File: config.mk
export PLATFORM = sky130hd
export DESIGN_NAME = ckgen_top
export DESIGN_NICKNAME = d
export VERILOG_FILES = /design/src/verilog/ckgen_pkg.sv /design/src/verilog/ckgen_top.sv
export SDC_FILE = /design/constraint.sdc
export NUM_CORES = 1
export LEC_CHECK = 0
export BUFFER_PORTS_ARGS = -buffer_cell sky130_fd_sc_hd__buf_2
export CAP_MARGIN = 10
export CELL_PAD_IN_SITES_DETAIL_PLACEMENT = 1
export CELL_PAD_IN_SITES_GLOBAL_PLACEMENT = 1
export CORE_MARGIN = 1.5
export CORE_UTILIZATION = 43
export DETAILED_ROUTE_END_ITERATION = 16
export HOLD_SLACK_MARGIN = 0.1
export PLACE_DENSITY_LB_ADDON = 0.1
export SYNTH_ARGS = -nofsm -noshare
export SYNTH_HDL_FRONTEND = slang
export SYNTH_SLANG_ARGS = --single-unit
File: constraint.sdc
create_clock -name clk_sys -period 9.6 [get_ports clk_sys]
set_clock_uncertainty 0.1 [all_clocks]
set_input_delay 0 -clock clk_sys [delete_from_list [all_inputs] [get_ports clk_sys]]
set_output_delay 0 -clock clk_sys [all_outputs]
set_load 0.005 [all_outputs]
File: src/verilog/ckgen_pkg.sv
`default_nettype none
package ckgen_pkg;
	// Register byte addresses
	localparam logic [7:0] OFS_OSC_CTRL   = 8'h20;
	localparam logic [7:0] OFS_FREQ_MEAS  = 8'h24;
	localparam logic [7:0] OFS_PLL_A      = 8'h28;
	localparam logic [7:0] OFS_PLL_B      = 8'h2C;
	localparam logic [7:0] OFS_MASTER     = 8'h30;
	localparam logic [7:0] OFS_PROG_BASE  = 8'h40;
	localparam logic [7:0] OFS_PROG_STEP  = 8'h04;
	localparam logic [7:0] OFS_STATUS     = 8'h68;
	// Field positions
	localparam int OSC_EN_BIT     = 0;
	localparam int OSC_BYP_BIT    = 1;
	localparam int OSC_CNT_LSB    = 8;
	localparam int FREQ_RDY_BIT   = 16;
	localparam int PLL_DIV_LSB    = 0;
	localparam int PLL_CNT_LSB    = 8;
	localparam int PLL_RANGE_LSB  = 14;
	localparam int PLL_MUL_LSB    = 16;
	localparam int PLLA_FIX_BIT   = 29;
	localparam int PLLB_USB_LSB   = 28;
	localparam int CLK_CSS_LSB    = 0;
	localparam int CLK_PRESCALE_SELECT_LSB   = 2;
	localparam int MCK_MASTER_DIVIDER_LSB   = 8;
	localparam int MCK_PROCESSOR_DIVIDER_BIT   = 12;
	localparam int SR_STABLE_BIT  = 0;
	localparam int SR_PLL_A_LOCKED_FLAG_BIT   = 1;
	localparam int SR_PLL_B_LOCKED_FLAG_BIT   = 2;
	localparam int SR_MCKRDY_BIT  = 3;
	localparam int SR_PCKRDY_LSB  = 8;
	// Pin sampler lanes
	localparam int PIN_SLOW = 0;
	localparam int PIN_MAIN = 1;
	localparam int PIN_PLLA = 2;
	localparam int PIN_PLLB = 3;
	// Reset values and timing
	localparam logic [5:0] PLLB_CNT_RST   = 6'h3F;
	localparam int         STARTUP_SHIFT  = 3;
	localparam logic [4:0] FREQ_WINDOW    = 5'h10;
	localparam logic [1:0] RDY_EDGES      = 2'h2;
	localparam logic [2:0] PRESCALE_SELECT_RESERVED  = 3'h7;
	localparam logic [1:0] USB_RESERVED   = 2'h3;
	localparam logic [1:0] MASTER_DIVIDER_SIX       = 2'h3;
	localparam logic [8:0] DIV_SIX        = 9'h006;

	typedef struct packed {
		logic [7:0] startupCount;
		logic       oscBypassSel;
		logic       oscEnable;
	} ckgen_osc_s;

	typedef struct packed {
		logic       fixedOne;
		logic [7:0] multiplier;
		logic [1:0] range;
		logic [5:0] lockDelay;
		logic [7:0] preDivider;
	} ckgen_plla_s;

	typedef struct packed {
		logic [1:0] usbClockDivider;
		logic [5:0] multiplier;
		logic [1:0] range;
		logic [5:0] lockDelay;
		logic [7:0] preDivider;
	} ckgen_pllb_s;

	typedef struct packed {
		logic       processorDivider;
		logic [1:0] masterDivider;
		logic [2:0] prescaleSelect;
		logic [1:0] clockSourceSelect;
	} ckgen_mck_s;

	typedef struct packed {
		logic [2:0] prescaleSelect;
		logic [1:0] clockSourceSelect;
	} ckgen_pck_s;

	typedef enum logic [1:0] {FM_IDLE, FM_ARM, FM_COUNT, FM_DONE} ckgen_fm_e;
endpackage : ckgen_pkg
`default_nettype wire

File: src/verilog/ckgen_top.sv
// Notes on behaviour
// - Enable bit starts the crystal oscillator; bypass must be zero meanwhile; clearing stops it.
// - With bypass zero, the stable flag rises only after the programmed start-up time from enabling.
// - Bypass routes external clock on crystal input and sets stable flag at once.
// - With enable and bypass both zero, the stable flag clears.
// - Start-up time is start-up count times eight slow clock cycles.
// - Frequency field counts main cycles in 16 slow periods; bit 16 flags validity.
// - PLL A pre-divider: 0 gives zero, 1 passes main clock, 2-255 divide.
// - PLL A lock flag sets after programmed slow cycles following any write.
// - PLL A multiplier zero disables it; 1-254 multiply input by value plus one.
// - PLL B pre-divider: 0 gives zero, 1 bypasses, 2-255 divide input.
// - PLL B lock flag sets after programmed slow cycles following any write.
// - PLL B multiplier zero disables it; 1-62 multiply input by value plus one.
// - USB divider passes PLL B output, halves it, or quarters it; 11 reserved.
// - Master source select picks slow, main, PLL A or PLL B clock.
// - Master prescaler divides by 1 to 64 in powers of two; 111 reserved.
// - Master divider takes prescaler output divided by 1, 2, 4 or 6.
// - Processor clock is prescaler output, or half of it when bit set.
// - Writing master divider zero forces processor divide bit to zero.
// - Each programmable output picks slow, main, PLL A or PLL B clock.
// - Each programmable output divides its source by 1 to 64; 111 reserved.
// - Stable flag reads one once the main oscillator has stabilised or bypass is set, else zero.
`timescale 1ns/1ps
`default_nettype none

module ckgen_div #(
	parameter int W = 9
) (
	input  wire logic         clk,
	input  wire logic         rstSyncN,
	input  wire logic         restart,
	input  wire logic         srcLvl,
	input  wire logic [W-1:0] divisor,
	output logic              divLvl
);
	logic         srcPrev_r;
	logic [W-1:0] cnt_r;
	logic [W-1:0] cnt_nxt;

	always_comb
	begin
		cnt_nxt = (cnt_r >= divisor - W'(1)) ? '0 : cnt_r + W'(1);
	end

	always_ff @(posedge clk or negedge rstSyncN)
	begin
		if (!rstSyncN)
		begin
			srcPrev_r <= 1'b0;
			cnt_r     <= '0;
			divLvl    <= 1'b0;
		end
		else
		begin
			srcPrev_r <= srcLvl;
			if (restart)
			begin
				cnt_r  <= '0;
				divLvl <= 1'b0;
			end
			else if (divisor == '0)
				divLvl <= 1'b0;
			else if (divisor == W'(1))
				divLvl <= srcLvl;
			else if (srcLvl && !srcPrev_r)
			begin
				cnt_r  <= cnt_nxt;
				divLvl <= (cnt_nxt < (divisor >> 1));
			end
		end
	end
endmodule : ckgen_div

module ckgen_top #(
	parameter int NUM_PCK = 2
) (
	input  wire logic               clk_sys,
	input  wire logic               rstn,
	input  wire logic [7:0]         regAddr,
	input  wire logic [31:0]        regWrData,
	input  wire logic               regWr,
	input  wire logic               regRd,
	output logic      [31:0]        regRdData,
	input  wire logic               slowClkIn,
	input  wire logic               mainClkIn,
	input  wire logic               pllAClkIn,
	input  wire logic               pllBClkIn,
	output logic                    oscEnable,
	output logic                    osc_bypass_sel,
	output logic                    pllARef,
	output logic                    pllAOn,
	output logic      [7:0]         pllAMul,
	output logic      [1:0]         pllARange,
	output logic                    pllBRef,
	output logic                    pllBOn,
	output logic      [5:0]         pllBMul,
	output logic      [1:0]         pllBRange,
	output logic                    usbClk,
	output logic                    masterClk,
	output logic                    procClk,
	output logic      [NUM_PCK-1:0] progClk
);
	function automatic logic srcPick(input logic [1:0] clock_source_select, input logic [3:0] lvl);
		return lvl[clock_source_select];
	endfunction : srcPick

	function automatic logic [8:0] presDiv(input logic [2:0] code);
		// Reserved code behaves as pass-through
		return (code == ckgen_pkg::PRESCALE_SELECT_RESERVED) ? 9'h001 : (9'h001 << code);
	endfunction : presDiv

	logic                    rst_r0;
	logic                    rstSyncN;
	logic [3:0]              pinMeta_r;
	logic [3:0]              pinSync_r;
	logic [1:0]              pinDly_r;
	logic                    slowRise;
	logic                    mainRise;
	logic [3:0]              srcLvl;
	ckgen_pkg::ckgen_osc_s   osc_r;
	ckgen_pkg::ckgen_plla_s  pllA_r;
	ckgen_pkg::ckgen_pllb_s  pllB_r;
	ckgen_pkg::ckgen_mck_s   mck_r;
	ckgen_pkg::ckgen_pck_s   pck_r [NUM_PCK];
	logic                    wrOsc;
	logic                    wrMck;
	logic [1:0]              wrPll;
	logic [NUM_PCK-1:0]      wrPck;
	logic                    oscEnPrev_r;
	logic [10:0]             startCnt_r;
	logic                    oscStable_r;
	ckgen_pkg::ckgen_fm_e    fmState_r;
	logic [4:0]              fmWin_r;
	logic [15:0]             fmCnt_r;
	logic [15:0]             mainFreqCount_r;
	logic                    freqCountValid_r;
	logic [5:0]              lockCnt_r [2];
	logic [1:0]              locked_r;
	logic                    presLvl;
	logic [8:0]              mdivVal;
	logic                    mckPrev_r;
	logic [1:0]              mckWait_r;
	logic                    mckRdy_r;
	logic [NUM_PCK-1:0]      pckRdy_r;
	logic [31:0]             rdWord;

	// Reset release through two flops
	always_ff @(posedge clk_sys or negedge rstn)
	begin
		if (!rstn)
		begin
			rst_r0   <= 1'b0;
			rstSyncN <= 1'b0;
		end
		else
		begin
			rst_r0   <= 1'b1;
			rstSyncN <= rst_r0;
		end
	end

	// Clock pins are asynchronous levels; first stage feeds only the second
	always_ff @(posedge clk_sys or negedge rstSyncN)
	begin
		if (!rstSyncN)
		begin
			pinMeta_r <= 4'h0;
			pinSync_r <= 4'h0;
			pinDly_r  <= 2'h0;
		end
		else
		begin
			pinMeta_r <= {pllBClkIn, pllAClkIn, mainClkIn, slowClkIn};
			pinSync_r <= pinMeta_r;
			pinDly_r  <= pinSync_r[1:0];
		end
	end

	assign slowRise = pinSync_r[ckgen_pkg::PIN_SLOW] && !pinDly_r[ckgen_pkg::PIN_SLOW];
	assign mainRise = pinSync_r[ckgen_pkg::PIN_MAIN] && !pinDly_r[ckgen_pkg::PIN_MAIN];

	// Source order matches the 2-bit select codes
	assign srcLvl[0] = pinSync_r[ckgen_pkg::PIN_SLOW];
	assign srcLvl[1] = pinSync_r[ckgen_pkg::PIN_MAIN] && oscStable_r;
	assign srcLvl[2] = pinSync_r[ckgen_pkg::PIN_PLLA] && pllAOn;
	assign srcLvl[3] = pinSync_r[ckgen_pkg::PIN_PLLB] && pllBOn;

	assign wrOsc    = regWr && (regAddr == ckgen_pkg::OFS_OSC_CTRL);
	assign wrPll[0] = regWr && (regAddr == ckgen_pkg::OFS_PLL_A);
	assign wrPll[1] = regWr && (regAddr == ckgen_pkg::OFS_PLL_B);
	assign wrMck    = regWr && (regAddr == ckgen_pkg::OFS_MASTER);

	always_ff @(posedge clk_sys or negedge rstSyncN)
	begin
		if (!rstSyncN)
			osc_r <= '0;
		else if (wrOsc)
		begin
			osc_r.oscEnable    <= regWrData[ckgen_pkg::OSC_EN_BIT];
			osc_r.oscBypassSel <= regWrData[ckgen_pkg::OSC_BYP_BIT];
			osc_r.startupCount <= regWrData[ckgen_pkg::OSC_CNT_LSB +: 8];
		end
	end

	always_ff @(posedge clk_sys or negedge rstSyncN)
	begin
		if (!rstSyncN)
			pllA_r <= '0;
		else if (wrPll[0])
		begin
			pllA_r.preDivider <= regWrData[ckgen_pkg::PLL_DIV_LSB +: 8];
			pllA_r.lockDelay  <= regWrData[ckgen_pkg::PLL_CNT_LSB +: 6];
			pllA_r.range      <= regWrData[ckgen_pkg::PLL_RANGE_LSB +: 2];
			pllA_r.multiplier <= regWrData[ckgen_pkg::PLL_MUL_LSB +: 8];
			pllA_r.fixedOne   <= regWrData[ckgen_pkg::PLLA_FIX_BIT];
		end
	end

	always_ff @(posedge clk_sys or negedge rstSyncN)
	begin
		if (!rstSyncN)
		begin
			pllB_r           <= '0;
			pllB_r.lockDelay <= ckgen_pkg::PLLB_CNT_RST;
		end
		else if (wrPll[1])
		begin
			pllB_r.preDivider      <= regWrData[ckgen_pkg::PLL_DIV_LSB +: 8];
			pllB_r.lockDelay       <= regWrData[ckgen_pkg::PLL_CNT_LSB +: 6];
			pllB_r.range           <= regWrData[ckgen_pkg::PLL_RANGE_LSB +: 2];
			pllB_r.multiplier      <= regWrData[ckgen_pkg::PLL_MUL_LSB +: 6];
			pllB_r.usbClockDivider <= regWrData[ckgen_pkg::PLLB_USB_LSB +: 2];
		end
	end

	always_ff @(posedge clk_sys or negedge rstSyncN)
	begin
		if (!rstSyncN)
			mck_r <= '0;
		else if (wrMck)
		begin
			mck_r.clockSourceSelect <= regWrData[ckgen_pkg::CLK_CSS_LSB +: 2];
			mck_r.prescaleSelect    <= regWrData[ckgen_pkg::CLK_PRESCALE_SELECT_LSB +: 3];
			mck_r.masterDivider     <= regWrData[ckgen_pkg::MCK_MASTER_DIVIDER_LSB +: 2];
			mck_r.processorDivider  <= (regWrData[ckgen_pkg::MCK_MASTER_DIVIDER_LSB +: 2] == 2'h0) ?
				1'b0 : regWrData[ckgen_pkg::MCK_PROCESSOR_DIVIDER_BIT];
		end
	end

	// Analog-facing controls, held in flops
	always_ff @(posedge clk_sys or negedge rstSyncN)
	begin
		if (!rstSyncN)
		begin
			oscEnable <= 1'b0;
			osc_bypass_sel <= 1'b0;
			pllAOn    <= 1'b0;
			pllAMul   <= 8'h00;
			pllARange <= 2'h0;
			pllBOn    <= 1'b0;
			pllBMul   <= 6'h00;
			pllBRange <= 2'h0;
		end
		else
		begin
			oscEnable <= osc_r.oscEnable;
			osc_bypass_sel <= osc_r.oscBypassSel;
			pllAOn    <= (pllA_r.multiplier != 8'h00);
			pllAMul   <= pllA_r.multiplier;
			pllARange <= pllA_r.range;
			pllBOn    <= (pllB_r.multiplier != 6'h00);
			pllBMul   <= pllB_r.multiplier;
			pllBRange <= pllB_r.range;
		end
	end

	// Start-up timer on the slow clock
	always_ff @(posedge clk_sys or negedge rstSyncN)
	begin
		if (!rstSyncN)
		begin
			oscEnPrev_r <= 1'b0;
			startCnt_r  <= '0;
			oscStable_r <= 1'b0;
		end
		else
		begin
			oscEnPrev_r <= osc_r.oscEnable;
			if (!osc_r.oscEnable && !osc_r.oscBypassSel)
			begin
				startCnt_r  <= '0;
				oscStable_r <= 1'b0;
			end
			else if (osc_r.oscBypassSel)
				oscStable_r <= 1'b1;
			else if (!oscEnPrev_r)
			begin
				startCnt_r  <= {osc_r.startupCount, 3'b000};
				oscStable_r <= (osc_r.startupCount == 8'h00);
			end
			else if (!oscStable_r && slowRise)
			begin
				startCnt_r <= startCnt_r - 11'h001;
				if (startCnt_r <= 11'h001)
					oscStable_r <= 1'b1;
			end
		end
	end

	// One measurement per oscillator start; valid flag cleared when it stops, count kept
	always_ff @(posedge clk_sys or negedge rstSyncN)
	begin
		if (!rstSyncN)
		begin
			fmState_r        <= ckgen_pkg::FM_IDLE;
			fmWin_r          <= '0;
			fmCnt_r          <= '0;
			mainFreqCount_r  <= '0;
			freqCountValid_r <= 1'b0;
		end
		else if (!oscStable_r)
		begin
			fmState_r        <= ckgen_pkg::FM_IDLE;
			freqCountValid_r <= 1'b0;
		end
		else
		begin
			unique case (fmState_r)
				ckgen_pkg::FM_IDLE:
					fmState_r <= ckgen_pkg::FM_ARM;
				ckgen_pkg::FM_ARM:
					if (slowRise)
					begin
						fmState_r <= ckgen_pkg::FM_COUNT;
						fmWin_r   <= '0;
						fmCnt_r   <= '0;
					end
				ckgen_pkg::FM_COUNT:
				begin
					if (mainRise)
						fmCnt_r <= fmCnt_r + 16'h0001;
					if (slowRise)
					begin
						fmWin_r <= fmWin_r + 5'h01;
						if (fmWin_r + 5'h01 == ckgen_pkg::FREQ_WINDOW)
						begin
							fmState_r        <= ckgen_pkg::FM_DONE;
							mainFreqCount_r  <= fmCnt_r + {15'h0000, mainRise};
							freqCountValid_r <= 1'b1;
						end
					end
				end
				ckgen_pkg::FM_DONE:
					fmState_r <= ckgen_pkg::FM_DONE;
			endcase
		end
	end

	// A new write restarts the lock wait, so the write beats a pending lock
	for (genvar p = 0; p < 2; p++)
	begin : g_lock
		always_ff @(posedge clk_sys or negedge rstSyncN)
		begin
			if (!rstSyncN)
			begin
				lockCnt_r[p] <= '0;
				locked_r[p]  <= 1'b0;
			end
			else if (wrPll[p])
			begin
				lockCnt_r[p] <= regWrData[ckgen_pkg::PLL_CNT_LSB +: 6];
				locked_r[p]  <= (regWrData[ckgen_pkg::PLL_CNT_LSB +: 6] == 6'h00);
			end
			else if (!locked_r[p] && slowRise)
			begin
				lockCnt_r[p] <= lockCnt_r[p] - 6'h01;
				if (lockCnt_r[p] <= 6'h01)
					locked_r[p] <= 1'b1;
			end
		end
	end

	ckgen_div #(.W(9)) u_pll_a_pre_divider (
		.clk      (clk_sys),
		.rstSyncN (rstSyncN),
		.restart  (wrPll[0]),
		.srcLvl   (srcLvl[1]),
		.divisor  ({1'b0, pllA_r.preDivider}),
		.divLvl   (pllARef)
	);

	ckgen_div #(.W(9)) u_pll_b_pre_divider (
		.clk      (clk_sys),
		.rstSyncN (rstSyncN),
		.restart  (wrPll[1]),
		.srcLvl   (srcLvl[1]),
		.divisor  ({1'b0, pllB_r.preDivider}),
		.divLvl   (pllBRef)
	);

	ckgen_div #(.W(9)) u_usb (
		.clk      (clk_sys),
		.rstSyncN (rstSyncN),
		.restart  (wrPll[1]),
		.srcLvl   (srcLvl[3]),
		.divisor  ((pllB_r.usbClockDivider == ckgen_pkg::USB_RESERVED) ? 9'h001 :
			(9'h001 << pllB_r.usbClockDivider)),
		.divLvl   (usbClk)
	);

	ckgen_div #(.W(9)) u_prescale_select (
		.clk      (clk_sys),
		.rstSyncN (rstSyncN),
		.restart  (wrMck),
		.srcLvl   (srcPick(mck_r.clockSourceSelect, srcLvl)),
		.divisor  (presDiv(mck_r.prescaleSelect)),
		.divLvl   (presLvl)
	);

	assign mdivVal = (mck_r.masterDivider == ckgen_pkg::MASTER_DIVIDER_SIX) ? ckgen_pkg::DIV_SIX :
		(9'h001 << mck_r.masterDivider);

	ckgen_div #(.W(9)) u_master_divider (
		.clk      (clk_sys),
		.rstSyncN (rstSyncN),
		.restart  (wrMck),
		.srcLvl   (presLvl),
		.divisor  (mdivVal),
		.divLvl   (masterClk)
	);

	ckgen_div #(.W(9)) u_processor_divider (
		.clk      (clk_sys),
		.rstSyncN (rstSyncN),
		.restart  (wrMck),
		.srcLvl   (presLvl),
		.divisor  ({8'h00, mck_r.processorDivider} + 9'h001),
		.divLvl   (procClk)
	);

	// Dividers restart on a write, so ready waits for fresh edges
	always_ff @(posedge clk_sys or negedge rstSyncN)
	begin
		if (!rstSyncN)
		begin
			mckPrev_r <= 1'b0;
			mckWait_r <= '0;
			mckRdy_r  <= 1'b1;
		end
		else
		begin
			mckPrev_r <= masterClk;
			if (wrMck)
			begin
				mckWait_r <= '0;
				mckRdy_r  <= 1'b0;
			end
			else if (!mckRdy_r && masterClk && !mckPrev_r)
			begin
				mckWait_r <= mckWait_r + 2'h1;
				if (mckWait_r + 2'h1 == ckgen_pkg::RDY_EDGES)
					mckRdy_r <= 1'b1;
			end
		end
	end

	for (genvar i = 0; i < NUM_PCK; i++)
	begin : g_pck
		logic       pckPrev_r;
		logic [1:0] pckWait_r;

		assign wrPck[i] = regWr &&
			(regAddr == ckgen_pkg::OFS_PROG_BASE + 8'(i) * ckgen_pkg::OFS_PROG_STEP);

		always_ff @(posedge clk_sys or negedge rstSyncN)
		begin
			if (!rstSyncN)
				pck_r[i] <= '0;
			else if (wrPck[i])
			begin
				pck_r[i].clockSourceSelect <= regWrData[ckgen_pkg::CLK_CSS_LSB +: 2];
				pck_r[i].prescaleSelect    <= regWrData[ckgen_pkg::CLK_PRESCALE_SELECT_LSB +: 3];
			end
		end

		ckgen_div #(.W(9)) u_pck (
			.clk      (clk_sys),
			.rstSyncN (rstSyncN),
			.restart  (wrPck[i]),
			.srcLvl   (srcPick(pck_r[i].clockSourceSelect, srcLvl)),
			.divisor  (presDiv(pck_r[i].prescaleSelect)),
			.divLvl   (progClk[i])
		);

		always_ff @(posedge clk_sys or negedge rstSyncN)
		begin
			if (!rstSyncN)
			begin
				pckPrev_r   <= 1'b0;
				pckWait_r   <= '0;
				pckRdy_r[i] <= 1'b0;
			end
			else
			begin
				pckPrev_r <= progClk[i];
				if (wrPck[i])
				begin
					pckWait_r   <= '0;
					pckRdy_r[i] <= 1'b0;
				end
				else if (!pckRdy_r[i] && progClk[i] && !pckPrev_r)
				begin
					pckWait_r <= pckWait_r + 2'h1;
					if (pckWait_r + 2'h1 == ckgen_pkg::RDY_EDGES)
						pckRdy_r[i] <= 1'b1;
				end
			end
		end
	end

	always_comb
	begin
		rdWord = 32'h0000_0000;
		if (regAddr == ckgen_pkg::OFS_OSC_CTRL)
		begin
			rdWord[ckgen_pkg::OSC_EN_BIT]        = osc_r.oscEnable;
			rdWord[ckgen_pkg::OSC_BYP_BIT]       = osc_r.oscBypassSel;
			rdWord[ckgen_pkg::OSC_CNT_LSB +: 8]  = osc_r.startupCount;
		end
		else if (regAddr == ckgen_pkg::OFS_FREQ_MEAS)
		begin
			rdWord[15:0]                        = mainFreqCount_r;
			rdWord[ckgen_pkg::FREQ_RDY_BIT]     = freqCountValid_r;
		end
		else if (regAddr == ckgen_pkg::OFS_PLL_A)
		begin
			rdWord[ckgen_pkg::PLL_DIV_LSB +: 8]   = pllA_r.preDivider;
			rdWord[ckgen_pkg::PLL_CNT_LSB +: 6]   = pllA_r.lockDelay;
			rdWord[ckgen_pkg::PLL_RANGE_LSB +: 2] = pllA_r.range;
			rdWord[ckgen_pkg::PLL_MUL_LSB +: 8]   = pllA_r.multiplier;
			rdWord[ckgen_pkg::PLLA_FIX_BIT]       = pllA_r.fixedOne;
		end
		else if (regAddr == ckgen_pkg::OFS_PLL_B)
		begin
			rdWord[ckgen_pkg::PLL_DIV_LSB +: 8]   = pllB_r.preDivider;
			rdWord[ckgen_pkg::PLL_CNT_LSB +: 6]   = pllB_r.lockDelay;
			rdWord[ckgen_pkg::PLL_RANGE_LSB +: 2] = pllB_r.range;
			rdWord[ckgen_pkg::PLL_MUL_LSB +: 6]   = pllB_r.multiplier;
			rdWord[ckgen_pkg::PLLB_USB_LSB +: 2]  = pllB_r.usbClockDivider;
		end
		else if (regAddr == ckgen_pkg::OFS_MASTER)
		begin
			rdWord[ckgen_pkg::CLK_CSS_LSB +: 2]  = mck_r.clockSourceSelect;
			rdWord[ckgen_pkg::CLK_PRESCALE_SELECT_LSB +: 3] = mck_r.prescaleSelect;
			rdWord[ckgen_pkg::MCK_MASTER_DIVIDER_LSB +: 2] = mck_r.masterDivider;
			rdWord[ckgen_pkg::MCK_PROCESSOR_DIVIDER_BIT]      = mck_r.processorDivider;
		end
		else if (regAddr == ckgen_pkg::OFS_STATUS)
		begin
			rdWord[ckgen_pkg::SR_STABLE_BIT]               = oscStable_r;
			rdWord[ckgen_pkg::SR_PLL_A_LOCKED_FLAG_BIT]                = locked_r[0];
			rdWord[ckgen_pkg::SR_PLL_B_LOCKED_FLAG_BIT]                = locked_r[1];
			rdWord[ckgen_pkg::SR_MCKRDY_BIT]               = mckRdy_r;
			rdWord[ckgen_pkg::SR_PCKRDY_LSB +: NUM_PCK]    = pckRdy_r;
		end
		else
		begin
			for (int k = 0; k < NUM_PCK; k++)
			begin
				if (regAddr == ckgen_pkg::OFS_PROG_BASE + 8'(k) * ckgen_pkg::OFS_PROG_STEP)
				begin
					rdWord[ckgen_pkg::CLK_CSS_LSB +: 2]  = pck_r[k].clockSourceSelect;
					rdWord[ckgen_pkg::CLK_PRESCALE_SELECT_LSB +: 3] = pck_r[k].prescaleSelect;
				end
			end
		end
	end

	// Read data lives for exactly one cycle after the strobe
	always_ff @(posedge clk_sys or negedge rstSyncN)
	begin
		if (!rstSyncN)
			regRdData <= 32'h0000_0000;
		else if (regRd)
			regRdData <= rdWord;
		else
			regRdData <= 32'h0000_0000;
	end
endmodule : ckgen_top
`default_nettype wire
==> reports/summary.txt <==
Seq. cell area -> 0.00754 sq mm
clk root buf -> clkbuf_16
Hold Path Depth -> 4
total negative slack -> 0 ps
FMAX -> 202 MHz
DR pass1 iterations -> 7
Synth top area share -> 44.5%
row cnt -> 71
peak supply drop -> 0.146 mV
WL met3 -> 1790 um
WHS Endpoint -> pllB_r[18]$_DFFE_PN0P_
Leak -> 9.11 nW
top layer in use -> met4
Starting Density -> 43.8%
Cell Area, Synth -> 0.0165 sq mm
Boundary Pins -> 109
PortBufs -> 96
ANT nets after route -> 0
RSZ-0062 raised after global routing -> no
RR Startpoint -> mck_r[3]$_DFFE_PN0P_
Fin. Hold Viols -> 0
Slew @ Worst Pin -> 1160 ps
FF-to-FF path depth -> 18
#FFs+latches synth -> 301
slowest stage delay, CP -> 620 ps
startpoint class of the critical path -> register
Util after Layout -> 51.0%
hold_sp -> regWrData[18]
Syn Inst Count -> 1784
core area -> 0.0378 sq mm
Synth area leaders -> dfrtp_1 (44%), ha_1 (8.5%), nand2_1 (6.8%), nor2_1 (3.5%), xnor2_1 (3.0%)
outcome -> completed
CTS tree -> yes
Worst setup EP type -> register
post-route insts no fill -> 2458
filler instances -> 4337
worst path required time -> 9960 ps
total gr overflow -> 0
post-detail-place hpwl -> 33900 um
asr flop ratio synth -> 100%
Tmin final -> 4950 ps
Netlist cell types -> 81
Longest Clk Path Bufs -> 3
R2R Setup Slk -> 4650 ps
P&R area growth vs syn -> 16.5%
Hold WS -> 122 ps
Nets -> 2078
first-pass GRT wire length -> 79600 um
pin count of the biggest net entering global routing -> 140
drt via density -> 5.56
detailed-route via count -> 13662
fin area -> 0.0193 sq mm
fin. max-slew vios -> 0
Post-DP Area -> 0.0174 sq mm
syn_area_per_cell -> 9.27 sq um
multi-input logic area -> 0.00837 sq mm
Max Cap Viol -> 0
Die Y -> 199 um
CTS Hold Buffers Added -> 59
Crit Path Class -> reg -> reg
CTS Sinks -> 301
Seq/Total Area, Yosys -> 45.6%
metal1 wirelength -> 22800 um
routability cong. -> 0.821
Max FO, Critical Path -> 14
number of global-route vias before repair -> 14452
worst path cell trace -> or2_2 -> o21a_1 -> ha_1 -> a21boi_0 -> nor2_1 -> ha_1 -> a2111oi_0 -> o21ai_0 -> nor2_1 -> nand2_1 -> inv_1 -> ha_1 -> nand3_1 -> a21oi_1 -> o31a_1 -> o21ai_0 -> nand4_1 -> o22ai_1
Synth top cells by count -> nand2_1 (299), dfrtp_1 (294), nor2_1 (154), ha_1 (113), o21ai_0 (86)
drt total wl -> 48600 um
WL per Instance -> 19.8 um
Slew Limit Headroom -> 22.8%
WP data arrival -> 5300 ps
EDFF count, synth -> 0
post_cts resized -> 0
initial antenna violation count -> 1
dominant synthesized flop cell -> dfrtp_1
final setup violating endpoints -> 0
count leader, synth -> nand2_1
Placed Instances -> 2330
layout cell share with drive strength beyond 1 -> 11.2%
Yosys top cell by area -> dfrtp_1
initial DRC count -> 715
Critical Path Slowest Stage Cell -> nor2_1
Synth Warn # -> 0
pwr dens -> 214 mW/mm^2
Chip Width -> 199 um
GRT Overall Usage -> 25.5%
DRC violations left -> 0
RR Endpoint -> u_prescale_select.divLvl$_DFFE_PN0P_
Clock transition at path regs -> 60 ps
met2 wire len -> 23100 um
Hold Crit Class -> in -> reg
Num CTS Buffers -> 37
Tcrit/Tclk final -> 51.6%
Clk Latency, worst-skew pair -> 550 ps
Setup Fix Bufs, Post-CTS -> 0
die area -> 0.0396 sq mm
htree depth -> 2
most numerous cell on the critical path -> ha_1
[how the worst max path moves through the flow]
stage / startpoint / endpoint
finish: mck_r[3]$_DFFE_PN0P_ / u_prescale_select.divLvl$_DFFE_PN0P_
detailed placement: mck_r[3]$_DFFE_PN0P_ / u_prescale_select.divLvl$_DFFE_PN0P_
global route: mck_r[3]$_DFFE_PN0P_ / u_prescale_select.divLvl$_DFFE_PN0P_
CTS: mck_r[3]$_DFFE_PN0P_ / u_prescale_select.divLvl$_DFFE_PN0P_
global placement: mck_r[3]$_DFFE_PN0P_ / u_prescale_select.divLvl$_DFFE_PN0P_
floorplan: rstSyncN$_DFF_PN0_ / fmCnt_r[0]$_DFFE_PN0P_
[logic make-up after synthesis]
group / Yosys count / share of synthesized area, %
flops: 301 / 45.6
mux: 28 / 2.02
xor+xnor: 97 / 5.14
compound gates: 337 / 13.2
fa+ha+maj: 113 / 8.55
simple gates: 754 / 21.5
buf+inv: 152 / 4.00
other cells: 2 / 0.0454
[stage by stage]
step	setup slack, ps	total power [mW]
finish	4650	4.12
global route	4130	4.39
CTS	4690	4.16
detailed placement	4730	2.67
global placement	4910	2.61
floorplan	502	2.36
[metal layers]
metal / up-vias / track usage (%)
met4: 0 / 6.82
met3: 63 / 3.21
met5: - / 0
met2: 209 / 42.4
met1: 6892 / 35.1
li1: 6498 / -
[sequential cells by signal, indices dropped and copies added, names as in the netlist, 11 cells and up]
name	cells
regRdData	26
startCnt_r	11
lockCnt_r	12
pllA_r	25
fmCnt_r	16
g_pck.u_pck.cnt_r	18
mainFreqCount_r	16
pllB_r	24
[cells in the final DEF, fill, tap and decap left out, types with 46 or more instances in the layout]
cell | Yosys | layout
nor3_1 | 52 | 51
ha_1 | 113 | 113
dlygate4sd3_1 | 0 | 59
nand3_1 | 60 | 60
xnor2_1 | 56 | 56
a21oi_1 | 76 | 76
o21ai_0 | 86 | 86
dfrtp_1 | 294 | 293
inv_1 | 74 | 74
nand2_1 | 299 | 299
buf_2 | 19 | 96
nor2_1 | 154 | 152
and3_1 | 46 | 46
[power by group]
part           switching (mW)  internal (mW)
Sequential              0.209           1.43
Combinational           0.566          0.460
Clock                   0.569          0.882
[critical path: cells and delay by family, from the launching register on]
kind | cells | cell delay, ps
flops | 1 | 610
compound gates | 8 | 1930
fa+ha+maj | 3 | 810
simple gates | 6 | 1340
buf+inv | 1 | 90
[area by class of cell]
type,instances,area share (%)
clock buffers,55,5.52
well taps,511,3.32
flip-flops and latches,301,39.2
repair buffers,167,6.09
multi-input cells,1336,43.4
inverters,74,1.44
diodes,1,0.0130
clock inverters,13,1.02
No activity file was read; power rests on OpenSTA's default activity.
